### src/dsr_pkg.sv
// package: constants and types shared by the serial command device and host ends
// Functional notes
// read is 24 clocks: 8 command, 16 data
// host sends address then command code first
// eighth clock outputs command error flag
// clocks nine to twenty-four shift read data
// read data right-justified, upper bits zero
// nv write busy: only volatile reads served
// status register shows nv write active flag
// bad address errors; chip select release resets
// latch pin high: read returns output value
// high voltage qualifier does not change reads
// latch fall mid-read updates output, data may tear
// host repeats channel reads until two agree; dsr_host does not repeat or compare reads
// after error flag low, output stays low
// back-to-back reads allowed within one select
// read command code is binary 11
// config enable is 8-bit, code 10
// config disable is 8-bit, code 01
// nv cycle starts only after complete command
// during nv cycle ignore non-volatile commands
// disallowed position forces error until release
// select release resets, partial commands dropped
// error flag 1 valid, 0 on error
// sample on rising, change on falling edge
package dsr_pkg;
   localparam int          DSR_ADDR_W        = 5;
   localparam int          DSR_DATA_W        = 16;
   localparam int          DSR_CMD_BITS      = 8;
   localparam int          DSR_READ_BITS     = 24;
   localparam logic [1:0]  DSR_CMD_READ      = 2'h3;
   localparam logic [1:0]  DSR_CMD_ENABLE    = 2'h2;
   localparam logic [1:0]  DSR_CMD_DISABLE   = 2'h1;
   localparam logic [1:0]  DSR_CMD_WRITE     = 2'h0;
   localparam logic [4:0]  DSR_ADDR_STATUS   = 5'h0A;
   localparam logic [4:0]  DSR_ADDR_LAST_VOL = 5'h0A;
   localparam logic [4:0]  DSR_ADDR_CFG      = 5'h0B;
   localparam int          DSR_STATUS_NVWA   = 6;
   localparam logic [15:0] DSR_STATUS_RST    = 16'h0000;
   localparam int          DSR_NV_WC_US      = 10;
   localparam int          DSR_CLK_MHZ       = 10;
   localparam int          DSR_NV_WC_CYC     = DSR_NV_WC_US * DSR_CLK_MHZ;
   localparam int          DSR_HOST_DIV      = 4;
   localparam int          DSR_HOST_REG_CMD  = 0;
   localparam int          DSR_HOST_REG_STAT = 1;
   localparam int          DSR_HOST_REG_DATA = 2;
   localparam int          DSR_CMD_GO        = 8;
   localparam int          DSR_CMD_LONG      = 9;
   localparam int          DSR_CMD_HOLD      = 10;
   typedef enum logic [1:0] {
      DSR_IDLE = 2'b00,
      DSR_CMD  = 2'b01,
      DSR_DATA = 2'b10,
      DSR_ERR  = 2'b11
   } dsr_state_t;
endpackage

### src/dsr_if.sv
// interface: serial link between host and device
`timescale 1ns/10ps
`default_nettype none
interface dsr_if;
   logic cs_n;
   logic sck;
   logic sdi;
   logic sdo;
   logic sdo_oe;
   logic output_latch_pin;
   logic high_voltage_qualifier;
   modport device (input cs_n, sck, sdi, output_latch_pin, high_voltage_qualifier,
                   output sdo, sdo_oe);
   modport host (output cs_n, sck, sdi, output_latch_pin, high_voltage_qualifier,
                 input sdo, sdo_oe);
endinterface
`default_nettype wire

### src/dsr_device.sv
// device end: serial command interpreter with read, config enable/disable
//
// Our own choice: the address-and-strobe port.
`timescale 1ns/10ps
`default_nettype none
module dsr_device #(
   parameter int RES_BITS   = 12,
   parameter int CHANNELS   = 8,
   parameter int NV_WC_CYC  = dsr_pkg::DSR_NV_WC_CYC
) (
   input  wire logic                          clk_sys,    // system clock
   input  wire logic                          rst_n,      // sync reset, active low
   dsr_if.device                              link,       // serial link
   input  wire logic [CHANNELS*RES_BITS-1:0]  chan_reg,   // pending channel register values
   input  wire logic [CHANNELS*RES_BITS-1:0]  chan_out,   // values at the outputs
   output logic                               cfg_bit,    // nonvolatile config bit
   output logic                               nv_busy     // nv write cycle active
);
   import dsr_pkg::*;
   initial begin
      if (RES_BITS != 8 && RES_BITS != 10 && RES_BITS != 12) $error("bad RES_BITS");
      if (CHANNELS != 4 && CHANNELS != 8) $error("bad CHANNELS");
      if (NV_WC_CYC < 1) $error("bad NV_WC_CYC");
   end

   // ****************************************
   // pin sampling
   // ****************************************
   logic [3:0] pins_s;
   dsr_sync #(.W(4)) u_sync (
      .clk_sys (clk_sys),
      .rst_n   (rst_n),
      .d       ({link.cs_n, link.sck, link.sdi, link.output_latch_pin}),
      .init    (4'h8),
      .q       (pins_s)
   );
   wire cs_n_s = pins_s[3];
   wire sck_s  = pins_s[2];
   wire sdi_s  = pins_s[1];
   wire lat_s  = pins_s[0];
   logic sck_prev_q;
   logic cs_prev_q;
   always_ff @(posedge clk_sys) begin
      if (!rst_n) begin
         sck_prev_q <= 1'b0;
         cs_prev_q  <= 1'b1;
      end else begin
         sck_prev_q <= sck_s;
         cs_prev_q  <= cs_n_s;
      end
   end
   wire sck_rise  = sck_s & ~sck_prev_q & ~cs_n_s;
   wire sck_fall  = ~sck_s & sck_prev_q & ~cs_n_s;
   wire cs_start  = cs_prev_q & ~cs_n_s;
   wire cs_end    = ~cs_prev_q & cs_n_s;

   // ****************************************
   // decode
   // ****************************************
   dsr_state_t  st_q;
   logic [4:0]  cnt_q;
   logic [6:0]  cmd_q;
   logic [15:0] shift_q;
   logic        sdo_q;
   logic        err_q;
   logic        prev_nv_q;
   logic        pend_nv_q;
   logic        pend_val_q;
   logic [31:0] wc_q;

   function automatic logic addr_ok(input logic [4:0] a);
      addr_ok = (a < 5'(CHANNELS)) || (a >= 5'h08 && a <= DSR_ADDR_LAST_VOL)
                || a == DSR_ADDR_CFG;
   endfunction
   function automatic logic is_vol(input logic [4:0] a);
      is_vol = (a <= DSR_ADDR_LAST_VOL);
   endfunction

   // judged on the first seven bits: the flag leaves before the eighth rise
   wire [4:0]  rx_addr  = cmd_q[6:2];
   wire [1:0]  rx_code  = cmd_q[1:0];
   wire        is_read  = rx_code == DSR_CMD_READ;
   wire        is_cfg   = (rx_code == DSR_CMD_ENABLE || rx_code == DSR_CMD_DISABLE)
                          && rx_addr == DSR_ADDR_CFG;
   // hv qualifier is not looked at for reads
   wire        busy_blk = nv_busy && !(is_read && is_vol(rx_addr));
   wire        cmd_good = addr_ok(rx_addr) && (is_read || is_cfg) && !busy_blk
                          && !prev_nv_q;
   wire [3:0]  ch_idx   = 4'(rx_addr);
   wire [RES_BITS-1:0] ch_val = lat_s ? chan_out[ch_idx*RES_BITS +: RES_BITS]
                                      : chan_reg[ch_idx*RES_BITS +: RES_BITS];
   wire [15:0] status_w = 16'(nv_busy) << DSR_STATUS_NVWA;
   wire [15:0] rd_word  = (rx_addr < 5'(CHANNELS)) ? 16'(ch_val)
                        : (rx_addr == DSR_ADDR_STATUS) ? status_w
                        : (rx_addr == DSR_ADDR_CFG) ? 16'(cfg_bit) : DSR_STATUS_RST;

   // ****************************************
   // serial state machine
   // ****************************************
   always_ff @(posedge clk_sys) begin
      if (!rst_n || cs_start || cs_end) begin
         // select edges reset the interface; partial commands dropped
         st_q      <= DSR_CMD;
         cnt_q     <= 5'h00;
         cmd_q     <= 7'h00;
         shift_q   <= 16'h0000;
         sdo_q     <= 1'b0;
         err_q     <= 1'b0;
         prev_nv_q <= 1'b0;
         if (!rst_n) begin
            pend_nv_q  <= 1'b0;
            pend_val_q <= 1'b0;
         end else if (cs_end) begin
            pend_nv_q <= 1'b0;
         end
      end else if (sck_rise) begin
         cnt_q <= (cnt_q == 5'(DSR_READ_BITS - 1)) ? 5'h00 : cnt_q + 5'h01;
         case (st_q)
            DSR_CMD: begin
               cmd_q <= {cmd_q[5:0], sdi_s};
               if (cnt_q == 5'(DSR_CMD_BITS - 1)) begin
                  err_q <= ~cmd_good;
                  if (!cmd_good) begin
                     st_q <= DSR_ERR;
                  end else if (is_read) begin
                     st_q    <= DSR_DATA;
                     shift_q <= rd_word;
                  end else begin
                     // complete config command: cycle launches on release
                     pend_nv_q  <= 1'b1;
                     pend_val_q <= (rx_code == DSR_CMD_ENABLE);
                     prev_nv_q  <= 1'b1;
                     cnt_q      <= 5'h00;
                  end
               end
            end
            DSR_DATA: begin
               if (cnt_q == 5'(DSR_READ_BITS - 1)) begin
                  st_q <= DSR_CMD;
               end
            end
            DSR_ERR:  st_q <= DSR_ERR;
            default:  st_q <= DSR_ERR;
         endcase
      end else if (sck_fall) begin
         if (st_q == DSR_ERR || err_q) begin
            sdo_q <= 1'b0;
         end else if (st_q == DSR_CMD && cnt_q == 5'h00 && prev_nv_q) begin
            sdo_q <= 1'b1;
         end else if (st_q == DSR_CMD && cnt_q == 5'(DSR_CMD_BITS - 1)) begin
            sdo_q <= cmd_good;
         end else if (st_q == DSR_DATA && cnt_q >= 5'(DSR_CMD_BITS)) begin
            sdo_q   <= shift_q[15];
            shift_q <= {shift_q[14:0], 1'b0};
         end else begin
            sdo_q <= 1'b1;
         end
      end
   end

   // ****************************************
   // nonvolatile write cycle timer
   // ****************************************
   always_ff @(posedge clk_sys) begin
      if (!rst_n) begin
         wc_q    <= 32'h0000_0000;
         nv_busy <= 1'b0;
         cfg_bit <= 1'b0;
      end else if (cs_end && pend_nv_q && !nv_busy) begin
         wc_q    <= 32'(NV_WC_CYC);
         nv_busy <= 1'b1;
      end else if (nv_busy) begin
         wc_q <= wc_q - 32'h0000_0001;
         if (wc_q == 32'h0000_0001) begin
            nv_busy <= 1'b0;
            cfg_bit <= pend_val_q;
         end
      end
   end

   assign link.sdo    = sdo_q;
   assign link.sdo_oe = ~cs_n_s;
endmodule
`default_nettype wire

### src/dsr_sync.sv
// two-flop synchroniser for link pins
`timescale 1ns/10ps
`default_nettype none
module dsr_sync #(
   parameter int W = 1
) (
   input  wire logic         clk_sys, // system clock
   input  wire logic         rst_n,   // sync reset, active low
   input  wire logic [W-1:0] d,       // asynchronous input
   input  wire logic [W-1:0] init,    // value during reset
   output logic      [W-1:0] q        // synchronised output
);
   logic [W-1:0] s1_q;
   always_ff @(posedge clk_sys) begin
      if (!rst_n) begin
         s1_q <= init;
         q    <= init;
      end else begin
         s1_q <= d;
         q    <= s1_q;
      end
   end
endmodule
`default_nettype wire

### src/flat_wrapper.sv
// flat-port wrapper written by rule: the top's interface ports become plain ports
module dsr_device_flat import dsr_pkg::*;
#(
   parameter int RES_BITS   = 12,
   parameter int CHANNELS   = 8,
   parameter int NV_WC_CYC  = dsr_pkg::DSR_NV_WC_CYC
)
  (clk_sys, rst_n, chan_reg, chan_out, cfg_bit, nv_busy, link_cs_n, link_sck, link_sdi, link_output_latch_pin, link_high_voltage_qualifier, link_sdo, link_sdo_oe);
  dsr_if link_i ();
  input  wire logic clk_sys;
  input  wire logic rst_n;
  input  wire logic [CHANNELS*RES_BITS-1:0] chan_reg;
  input  wire logic [CHANNELS*RES_BITS-1:0] chan_out;
  output logic cfg_bit;
  output logic nv_busy;
  input wire logic [$bits(link_i.cs_n)-1:0] link_cs_n;
  input wire logic [$bits(link_i.sck)-1:0] link_sck;
  input wire logic [$bits(link_i.sdi)-1:0] link_sdi;
  input wire logic [$bits(link_i.output_latch_pin)-1:0] link_output_latch_pin;
  input wire logic [$bits(link_i.high_voltage_qualifier)-1:0] link_high_voltage_qualifier;
  output wire logic [$bits(link_i.sdo)-1:0] link_sdo;
  output wire logic [$bits(link_i.sdo_oe)-1:0] link_sdo_oe;
  assign link_i.cs_n = link_cs_n;
  assign link_i.sck = link_sck;
  assign link_i.sdi = link_sdi;
  assign link_i.output_latch_pin = link_output_latch_pin;
  assign link_i.high_voltage_qualifier = link_high_voltage_qualifier;
  assign link_sdo = link_i.sdo;
  assign link_sdo_oe = link_i.sdo_oe;
  dsr_device #(.RES_BITS(RES_BITS), .CHANNELS(CHANNELS), .NV_WC_CYC(NV_WC_CYC)) u_core (.clk_sys(clk_sys), .rst_n(rst_n), .link(link_i), .chan_reg(chan_reg), .chan_out(chan_out), .cfg_bit(cfg_bit), .nv_busy(nv_busy));
endmodule
### config.mk
export PLATFORM = sky130hd
export DESIGN_NAME = dsr_device_flat
export DESIGN_NICKNAME = d
export VERILOG_FILES = /design/src/dsr_pkg.sv /design/src/dsr_if.sv /design/src/dsr_device.sv /design/src/dsr_sync.sv /design/src/flat_wrapper.sv
export SDC_FILE = /design/constraint.sdc
export NUM_CORES = 1
export LEC_CHECK = 0
export CAP_MARGIN = 25
export CORE_MARGIN = 4
export CORE_UTILIZATION = 60
export DETAILED_ROUTE_END_ITERATION = 10
export DONT_BUFFER_PORTS = 1
export PLACE_DENSITY = 0.73
export SYNTH_ARGS = -nofsm -noshare
export SYNTH_HDL_FRONTEND = slang
export SYNTH_HIERARCHICAL = 1
export SYNTH_SLANG_ARGS = --single-unit
### constraint.sdc
create_clock -name clk_sys -period 2.3 [get_ports clk_sys]
set_input_delay 0.115 -clock clk_sys [delete_from_list [all_inputs] [get_ports clk_sys]]
set_output_delay 0.115 -clock clk_sys [all_outputs]
set_load 0.03 [all_outputs]
# Word level (Yosys, flattened, before mapping)

Cells that the tools add are included.

Logic and storage cells: 156
Output and inout port bits: 4
Bits of input ports: 199
Flip-flop bits (word level): 79

Reduce and logical (&&, ||, !) cells: 43
Bitwise logic cells: 15
Multiply operators: 1
Muxes and demuxes: 48
Shift operators: 2
Equality and inequality tests: 24
Order comparisons: 4
Add/subtract/negate cells: 2

Operator list:

| cell                                                                                | number |
|---|---|
| 16-bit 2-to-1 mux                                                                   | 12 |
| 96-bit by 9-bit indexed part select with 12-bit output                              | 2 |
| 32-bit by 1-bit equality test with 1-bit output, second input constant              | 1 |
| 32-bit by 1-bit subtractor with 32-bit output, second input constant                | 1 |
| 5-bit 2-to-1 mux                                                                    | 5 |
| 1-bit 2-to-1 mux                                                                    | 23 |
| 7-bit 2-to-1 mux                                                                    | 2 |
| 2-bit inequality test, second input constant                                        | 7 |
| 2-bit nonzero test                                                                  | 7 |
| 1-bit logical AND                                                                   | 13 |
| 12-bit 2-to-1 mux                                                                   | 1 |
| 6-bit AND reduction                                                                 | 2 |
| 5-bit by 4-bit equality test with 1-bit output, second input constant               | 2 |
| 5-bit by 4-bit greater-or-equal comparator with 1-bit output, second input constant | 2 |
| 1-bit inverter                                                                      | 9 |
| 9-bit AND reduction                                                                 | 1 |
| 2-bit equality test, second input constant                                          | 4 |
| 2-bit 2-to-1 mux                                                                    | 4 |
| 2-bit by 1-bit inequality test with 1-bit output, second input constant             | 4 |
| 1-bit logical OR                                                                    | 7 |
| 1-bit bitwise AND                                                                   | 6 |
| 4-bit by 2-bit multiplier with 6-bit output, second input constant                  | 1 |
| 3-bit by 2-bit inequality test with 1-bit output, second input constant             | 2 |
| 3-bit AND reduction                                                                 | 2 |
| other kinds (13)                                                                    | 19 |

# Logic depth before layout (Yosys ltp)

Gate-level depths: netlist of run 1.

Word-level depth: 12
Gate-level depth with buffers: 9

# Modules after synthesis

The synthesis of run 1 kept the hierarchy.

By module, submodules not included:

| module     | sequential area each (um^2) | instances | area an instance (um^2) | cells each |
|---|---|---|---|---|
| dsr_device | 1441.4                      | 1         | 4895.9                  | 509 |
| dsr_sync   | 160.2                       | 1         | 291.5                   | 17 |

# Worst setup path after synthesis of run 1

Ideal clock, no wire load.

Kind: reg-to-reg
Start point: register u_core.wc_q[0]
End point: register u_core.wc_q[20]
Data arrival time: 1.994 ns
Buffers on the path: 0
Data required time: 2.172 ns
Setup time: 0.128 ns
Cell stages (with the launch flop): 8
Slack: 0.179 ns
Cells stage by stage: dfxtp_1 > inv_1 > ha_1 > nor4bb_1 > nand4_2 > nor4b_2 > xnor2_1 > nor2_1

Word-level cells in the longest chain between the ends: 1

Ends and longest elaborated chain:

| item                                          | line              | RTL |
|---|---|---|
| start: declaration                            | dsr_device.sv:69  | `logic [31:0] wc_q;` |
| start signal: assignment                      | dsr_device.sv:170 | `wc_q <= 32'(NV_WC_CYC);` |
| start signal: assignment                      | dsr_device.sv:173 | `wc_q <= wc_q - 32'h0000_0001;` |
| 32-bit by 1-bit subtractor with 32-bit output | dsr_device.sv:173 |  |

Every way passes these cells.
A chain may end at the register's enable or synchronous reset.

# Worst setup path in the final report of run 1

Start point: register u_core.wc_q[13]
End point: register u_core.cfg_bit

Word-level cells in the longest chain between the ends: 2

Ends and longest elaborated chain:

| item                                            | line              | RTL |
|---|---|---|
| 32-bit by 1-bit equality test with 1-bit output | dsr_device.sv:174 | `if (wc_q == 32'h0000_0001) begin` |
| 3-bit AND reduction (no source line)            | --                |  |
| end signal: assignment                          | dsr_device.sv:176 | `cfg_bit <= pend_val_q;` |
| end: declaration                                | dsr_device.sv:16  | `output logic cfg_bit,` |

Every way passes these cells.

==> out/metrics.csv, run 1 <==
metric,value,unit
"EDFF count, synth",2,
r2r setup slk,0.19,ns
Skew-Pair Late Insertion Delay,0.36,ns
switching pwr,0.862,mW
die width,101,um
"top cells by area, synth","dfxtp_1, mux4_2, nor2_1, xnor2_1, nand2_1",
initial antenna violation count,1,
total number of vias,4314,
Syn Inst Count,526,
"Async S/R FF share, synth",0,%
post-synthesis cell type with the largest combined area,dfxtp_1,
Synth Register Bits,79,
crit path launch type,register,
Worst Setup EP,u_core/cfg_bit,
register area share after synthesis,30.9,%
DRC Markers,0,
RR Endpoint,u_core/cfg_bit,
Internal,2.42,mW
outcome,"finished, final reports clean",
WS Path Type,register to register,
CP max FO,9,
Main synth FF type,dfxtp_1,
Post-DP HPWL,12900,um
Logic pwr share,18.0,%
DRT Wirelength,16200,um
CTS tree,done,
Final min period,2.11,ns
Worst slew margin,49.6,%
CTS H-Tree Depth,3,
PwrDens,577,mW/mm2
clk root buf,clkbuf_8,
Die Span Y,101,um
First-pass DRT Iterations,6,
number of vias per cell,6.69,
fin nets,743,
RSZ-0062 raised after global routing,false,
switch share,26.3,%
Syn Area/Cell,9.86,um2
Worst VDD drop,0.291,mV
I/O Buffers,0,
initial DRC count,282,
final hold violation count,0,
"Reg clk slew, reported paths",0.08,ns
CTS max path bufs,2,
Slew @ Worst Pin,0.754,ns
wire length per cell,25.1,um
Cell Rows,33,
final-report setup violation count,0,
first-pass GRT wire length,24000,um
clk sinks,79,
initial core utilization,62.5,%
top cell type's share of synthesized area,29.7,%
Crit. End Element,register,
Worst Hold Class,primary input to register,
Max Fclk,473,MHz
CP arrival,2.40,ns
total gr overflow,0,
crit share post-route,91.9,%
layout cells sized above 1,21.0,%
die area,0.0102,mm2
Setup Total Neg Slack,0,ns
CORE AREA,0.00830,mm2
I/O pin total,203,
Total GRT Usage,32.1,%
Crit. Startpoint,u_core/wc_q[13],
RR Startpoint,u_core/wc_q[13],
Flop pwr share,45.4,%
largest net degree at the start of global routing,44,
Max Cap Violations,0,
vias in the first global route,4166,
"Power, Total",3.28,mW
post-synthesis cell type count,66,
clk_skew,0.00928,ns
area of the mapped netlist,0.00519,mm2
Num CTS Buffers,9,
Clk pwr share,36.6,%
Final GP Congestion,0.873,
Filler cells,662,
Yosys warning total,6,
required time worst endpoint,2.58,ns
final antenna-violating net count,0,
fin. max-slew vios,0,
Area Growth Syn to Fin,9.55,%
Leakage Power,1.91,nW
cells on worst reg2reg path,5,
[flip-flops by register name, indices dropped and copies added, names as in the netlist, 2 cells and up]
signal / cells
u_core/cmd_q: 7
u_core/st_q: 2
u_core/wc_q: 32
u_core/u_sync/q: 4
u_core/cnt_q: 5
u_core/shift_q: 16
u_core/u_sync/s1_q: 4
[synth_stat cells (2+ instances only)]
cell type  instances
dfxtp_1           77
mux4_2            47
nor2_1            47
nand2_1           43
o21ai_0           32
a21oi_1           24
clkbuf_1          23
xnor2_1           19
nor3_1            16
nand3_1           15
mux2i_1           14
nand3b_1          12
inv_1             11
ha_1              10
a22oi_1            8
a31oi_1            8
mux2_4             8
xor2_1             8
nor4_1             7
buf_2              6
or3_1              6
buf_4              5
nor3b_1            5
nand2b_1           4
nand4_1            4
or4_1              4
a211oi_1           3
a221oi_1           3
and2_1             3
and3_1             3
buf_1              3
nor4_2             3
nor4bb_1           3
a21boi_0           2
a311oi_1           2
a31o_2             2
and4b_1            2
conb_1             2
edfxtp_1           2
nand4bb_1          2
o211ai_1           2
or3b_2             2
[cell usage in the layout, fill, tap and decap left out, types with 3 or more instances in the layout]
cell           synthesis  final
a22oi_1                8      8
a31oi_1                8      8
clkbuf_8               0      9
nand2_1               43     43
or4_1                  4      4
nor4_2                 3      5
buf_4                  5     23
nand3_1               15     15
xor2_1                 8      8
mux4_2                47     47
mux2_4                 8      8
nand2b_1               4      4
nor3b_1                5      5
nand3b_1              12     12
or3_1                  6      6
and2_1                 3      3
nor3_1                16     16
nor4_1                 7      5
a221oi_1               3      3
a21oi_1               24     24
xnor2_1               19     19
mux2i_1               14     14
ha_1                  10     10
dlygate4sd3_1          0      5
dfxtp_1               77     75
conb_1                 2      8
nor2_1                47     47
a211oi_1               3      3
inv_1                 11     11
and3_1                 3      3
o21ai_0               32     31
nand4_1                4      4
[through the flow]
step	std cells	utilization, %	hold slack (ns)	area, um2	setup WS [ns]
floorplan	532	-	0.258	5210	0.179
global placement	623	64.8	0.191	5380	0.227
detailed placement	623	64.8	0.194	5380	0.127
CTS	644	68.2	0.0510	5660	0.0987
global route	644	68.4	0.0837	5680	0.00885
finish	645	68.5	0.0554	5680	0.186
[kinds of logic after synthesis]
logic type / synth area share [%]
AO/OA/AOI/OAI: 11.6
XOR/XNOR: 4.56
adder cells (fa/ha/maj): 2.41
buffers and inverters: 4.29
flip-flops: 30.9
multiplexers: 25.6
other: 0.145
AND/OR/NAND/NOR: 20.5
[layer usage]
metal | share of wire [%] | up-vias | global-route usage, %
li1 | - | 1994 | -
met1 | 38 | 2053 | 38.9
met2 | 50 | 233 | 54.1
met3 | 10 | 32 | 12.7
met4 | 2.2 | 2 | 6.95
met5 | 0.080 | - | 0
[worst min path at each step]
stage	from	endpoint	slack (ns)	depth (start not counted)
after global placement	rst_n	u_core/cs_prev_q	0.19	1
final	rst_n	u_core/shift_q[0]	0.06	4
after detailed placement	rst_n	u_core/cs_prev_q	0.19	1
after CTS	rst_n	u_core/shift_q[0]	0.05	4
after global routing	rst_n	u_core/shift_q[0]	0.08	4
after floorplan	link_output_latch_pin	u_core/u_sync/s1_q[0]	0.26	1
[worst max-delay path, stage by stage, from the launching register on]
cell       delay [ns]
dfxtp_1          0.36
or4_1            0.55
nand4bb_1        0.43
nor4_2           0.49
nand3_1          0.11
o21ai_0          0.10
[power by group through the flow]
stage / registers [mW] / clock network, mW / logic [mW]
floorplan: 1.49 / 0 / 0.488
global placement: 1.52 / 0 / 0.553
detailed placement: 1.52 / 0 / 0.565
CTS: 1.49 / 1.22 / 0.583
global route: 1.50 / 1.28 / 0.642
finish: 1.49 / 1.20 / 0.589
[area by class of cell]
| class | count | area, um2 | area share (%) |
|---|---|---|---|
| clock inverter | 4 | 76.3 | 1.34 |
| timing repair buffer | 30 | 263 | 4.62 |
| clock buffer | 12 | 156 | 2.75 |
| inverter | 11 | 41.3 | 0.727 |
| antenna | 1 | 2.50 | 0.0440 |
| tap | 105 | 131 | 2.31 |
| sequential | 79 | 1610 | 28.3 |
| multi-input combinational | 403 | 3410 | 59.9 |
[repair_timing]
item | CTS | global route
hold buffers | 5 | 0
resized for setup | 0 | 4
endpoints found under the hold margin | 17 | 0
setup endpoints to repair | 0 | 5
buffers inserted | 0 | 0
(Power assumes the default switching activity.)
==> inputs of run 2 (changes only) <==
Settings changed: BUFFER_PORTS_ARGS set to -buffer_cell sky130_fd_sc_hd__buf_2, CORE_ASPECT_RATIO set to 0.5, CORE_UTILIZATION 60 to 50, DONT_BUFFER_PORTS 1 to not set, PLACE_DENSITY 0.73 to 0.79.
==> out/metrics.csv, run 2 (synthesis gave the netlist of run 1 again) <==
metric,value,unit
initial core utilization,53.2,%
I/O Buffers,201,
Worst Hold Class,primary input to register,
die width,152,um
crit share post-route,92.7,%
total gr overflow,0,
largest reg by FF count,u_core/wc_q,
clk sinks,79,
initial antenna violation count,1,
Regs by FF count,"u_core/wc_q (32), u_core/shift_q (16), u_core/cmd_q (7)",
Post-CTS Setup Bufs,0,
r2r setup slk,0.17,ns
Worst slew margin,66.0,%
First-pass DRT Iterations,5,
initial DRC count,368,
"commonest cells after routing, fill and taps aside","buf_2, dfxtp_1, nor2_1, mux4_2, nand2_1",
RSZ-0062 raised after global routing,false,
Leakage Power,2.77,nW
final-report setup violation count,0,
final antenna-violating net count,0,
Max Cap Violations,0,
required time worst endpoint,2.56,ns
largest net degree at the start of global routing,32,
fin. max-slew vios,0,
number of vias per cell,5.77,
Worst VDD drop,0.353,mV
CTS tree,done,
Area Growth Syn to Fin,31.5,%
clk root buf,clkbuf_16,
Num CTS Buffers,9,
layout cells sized above 1,42.7,%
CORE AREA,0.00976,mm2
first-pass GRT wire length,25500,um
DRC Markers,0,
vias in the first global route,5060,
outcome,"finished, final reports clean",
final hold violation count,0,
Cell Rows,25,
final worst slack,0.168,ns
PwrDens,557,mW/mm2
RR Endpoint,u_core/shift_q[0],
Crit. End Element,register,
Setup Total Neg Slack,0,ns
post-place instance area,0.00646,mm2
"Power, Total",3.80,mW
Die Span Y,80.0,um
Slew @ Worst Pin,0.504,ns
RR Startpoint,u_core/cmd_q[1],
Total GRT Usage,26.6,%
"Reg clk slew, reported paths",0.06,ns
pre-CTS setup slack,0.178,ns
CP max FO,4,
Final min period,2.13,ns
wire length per cell,18.6,um
CP arrival,2.40,ns
Layout Utilization,69.9,%
total number of vias,5070,
Final GP Congestion,0.927,
Crit. Startpoint,u_core/cmd_q[1],
die area,0.0122,mm2
Worst Setup EP,u_core/shift_q[0],
cells on worst reg2reg path,6,
CTS max path bufs,2,
Post-DP HPWL,12900,um
WS Path Type,register to register,
Final Instance Area,0.00682,mm2
CTS H-Tree Depth,3,
crit path launch type,register,
I/O pin total,203,
clk_skew,0.00533,ns
DRT Wirelength,16300,um
max reg flops,32,
"commonest non-fill, non-tap cell in the layout",buf_2,
Max Fclk,469,MHz
fin nets,947,
Skew-Pair Late Insertion Delay,0.34,ns
## run 2: how the worst min path moves through the flow
stage	start	to	slack, ns	cells past startpoint
global placement	link_sdi	u_core/u_sync/s1_q[1]	0.34	2
CTS	link_cs_n	u_core/u_sync/s1_q[3]	0.0008	2
global route	link_cs_n	u_core/u_sync/s1_q[3]	0.0007	2
detailed placement	link_sck	u_core/u_sync/s1_q[2]	0.35	2
floorplan	link_output_latch_pin	u_core/u_sync/s1_q[0]	0.26	1
finish	link_cs_n	u_core/u_sync/s1_q[3]	0.01	2
## run 2: cell type report
cell class                 count  area, um2
antenna                        1       2.50
clock inverter                 3       65.1
multi-input combinational    403       3390
timing repair buffer         234       1290
clock buffer                  13        260
tap                          135        169
inverter                      11       41.3
fill                         800       2940
sequential                    79       1610
## run 2: layer usage
layer | global-route usage, % | wire length, um | up-vias
li1 | - | - | 2405
met1 | 31.8 | 6520 | 2447
met2 | 47.2 | 8160 | 193
met3 | 8.18 | 1330 | 25
met4 | 7.17 | 318 | 0
met5 | 0 | 0 | -
## run 2: critical path: stages, from the launching register on
cell       delay (ns)
dfxtp_1          0.39
ha_1             0.20
or3b_2           0.48
a2111oi_4        0.37
nand2_1          0.11
or4_1            0.41
o211ai_1         0.10
## run 2: metrics by stage
| step | cells | hold WS (ns) |
|---|---|---|
| after floorplan | 532 | 0.258 |
| after global placement | 859 | 0.342 |
| after global routing | 879 | 0.000726 |
| after CTS | 878 | 0.000786 |
| final | 879 | 0.0111 |
| after detailed placement | 859 | 0.348 |
## run 2: power by group
part           internal [mW]  switching (mW)  leakage (nW)
Combinational          0.436           0.344          1.96
Sequential              1.43          0.0571         0.647
Clock                   1.01           0.531         0.160
Total                   2.87           0.931          2.77
## run 2: what timing repair did
item	CTS	global route
hold endpoints to repair	3	0
resized for setup	0	2
setup endpoints to repair	0	1
hold buffers	3	0
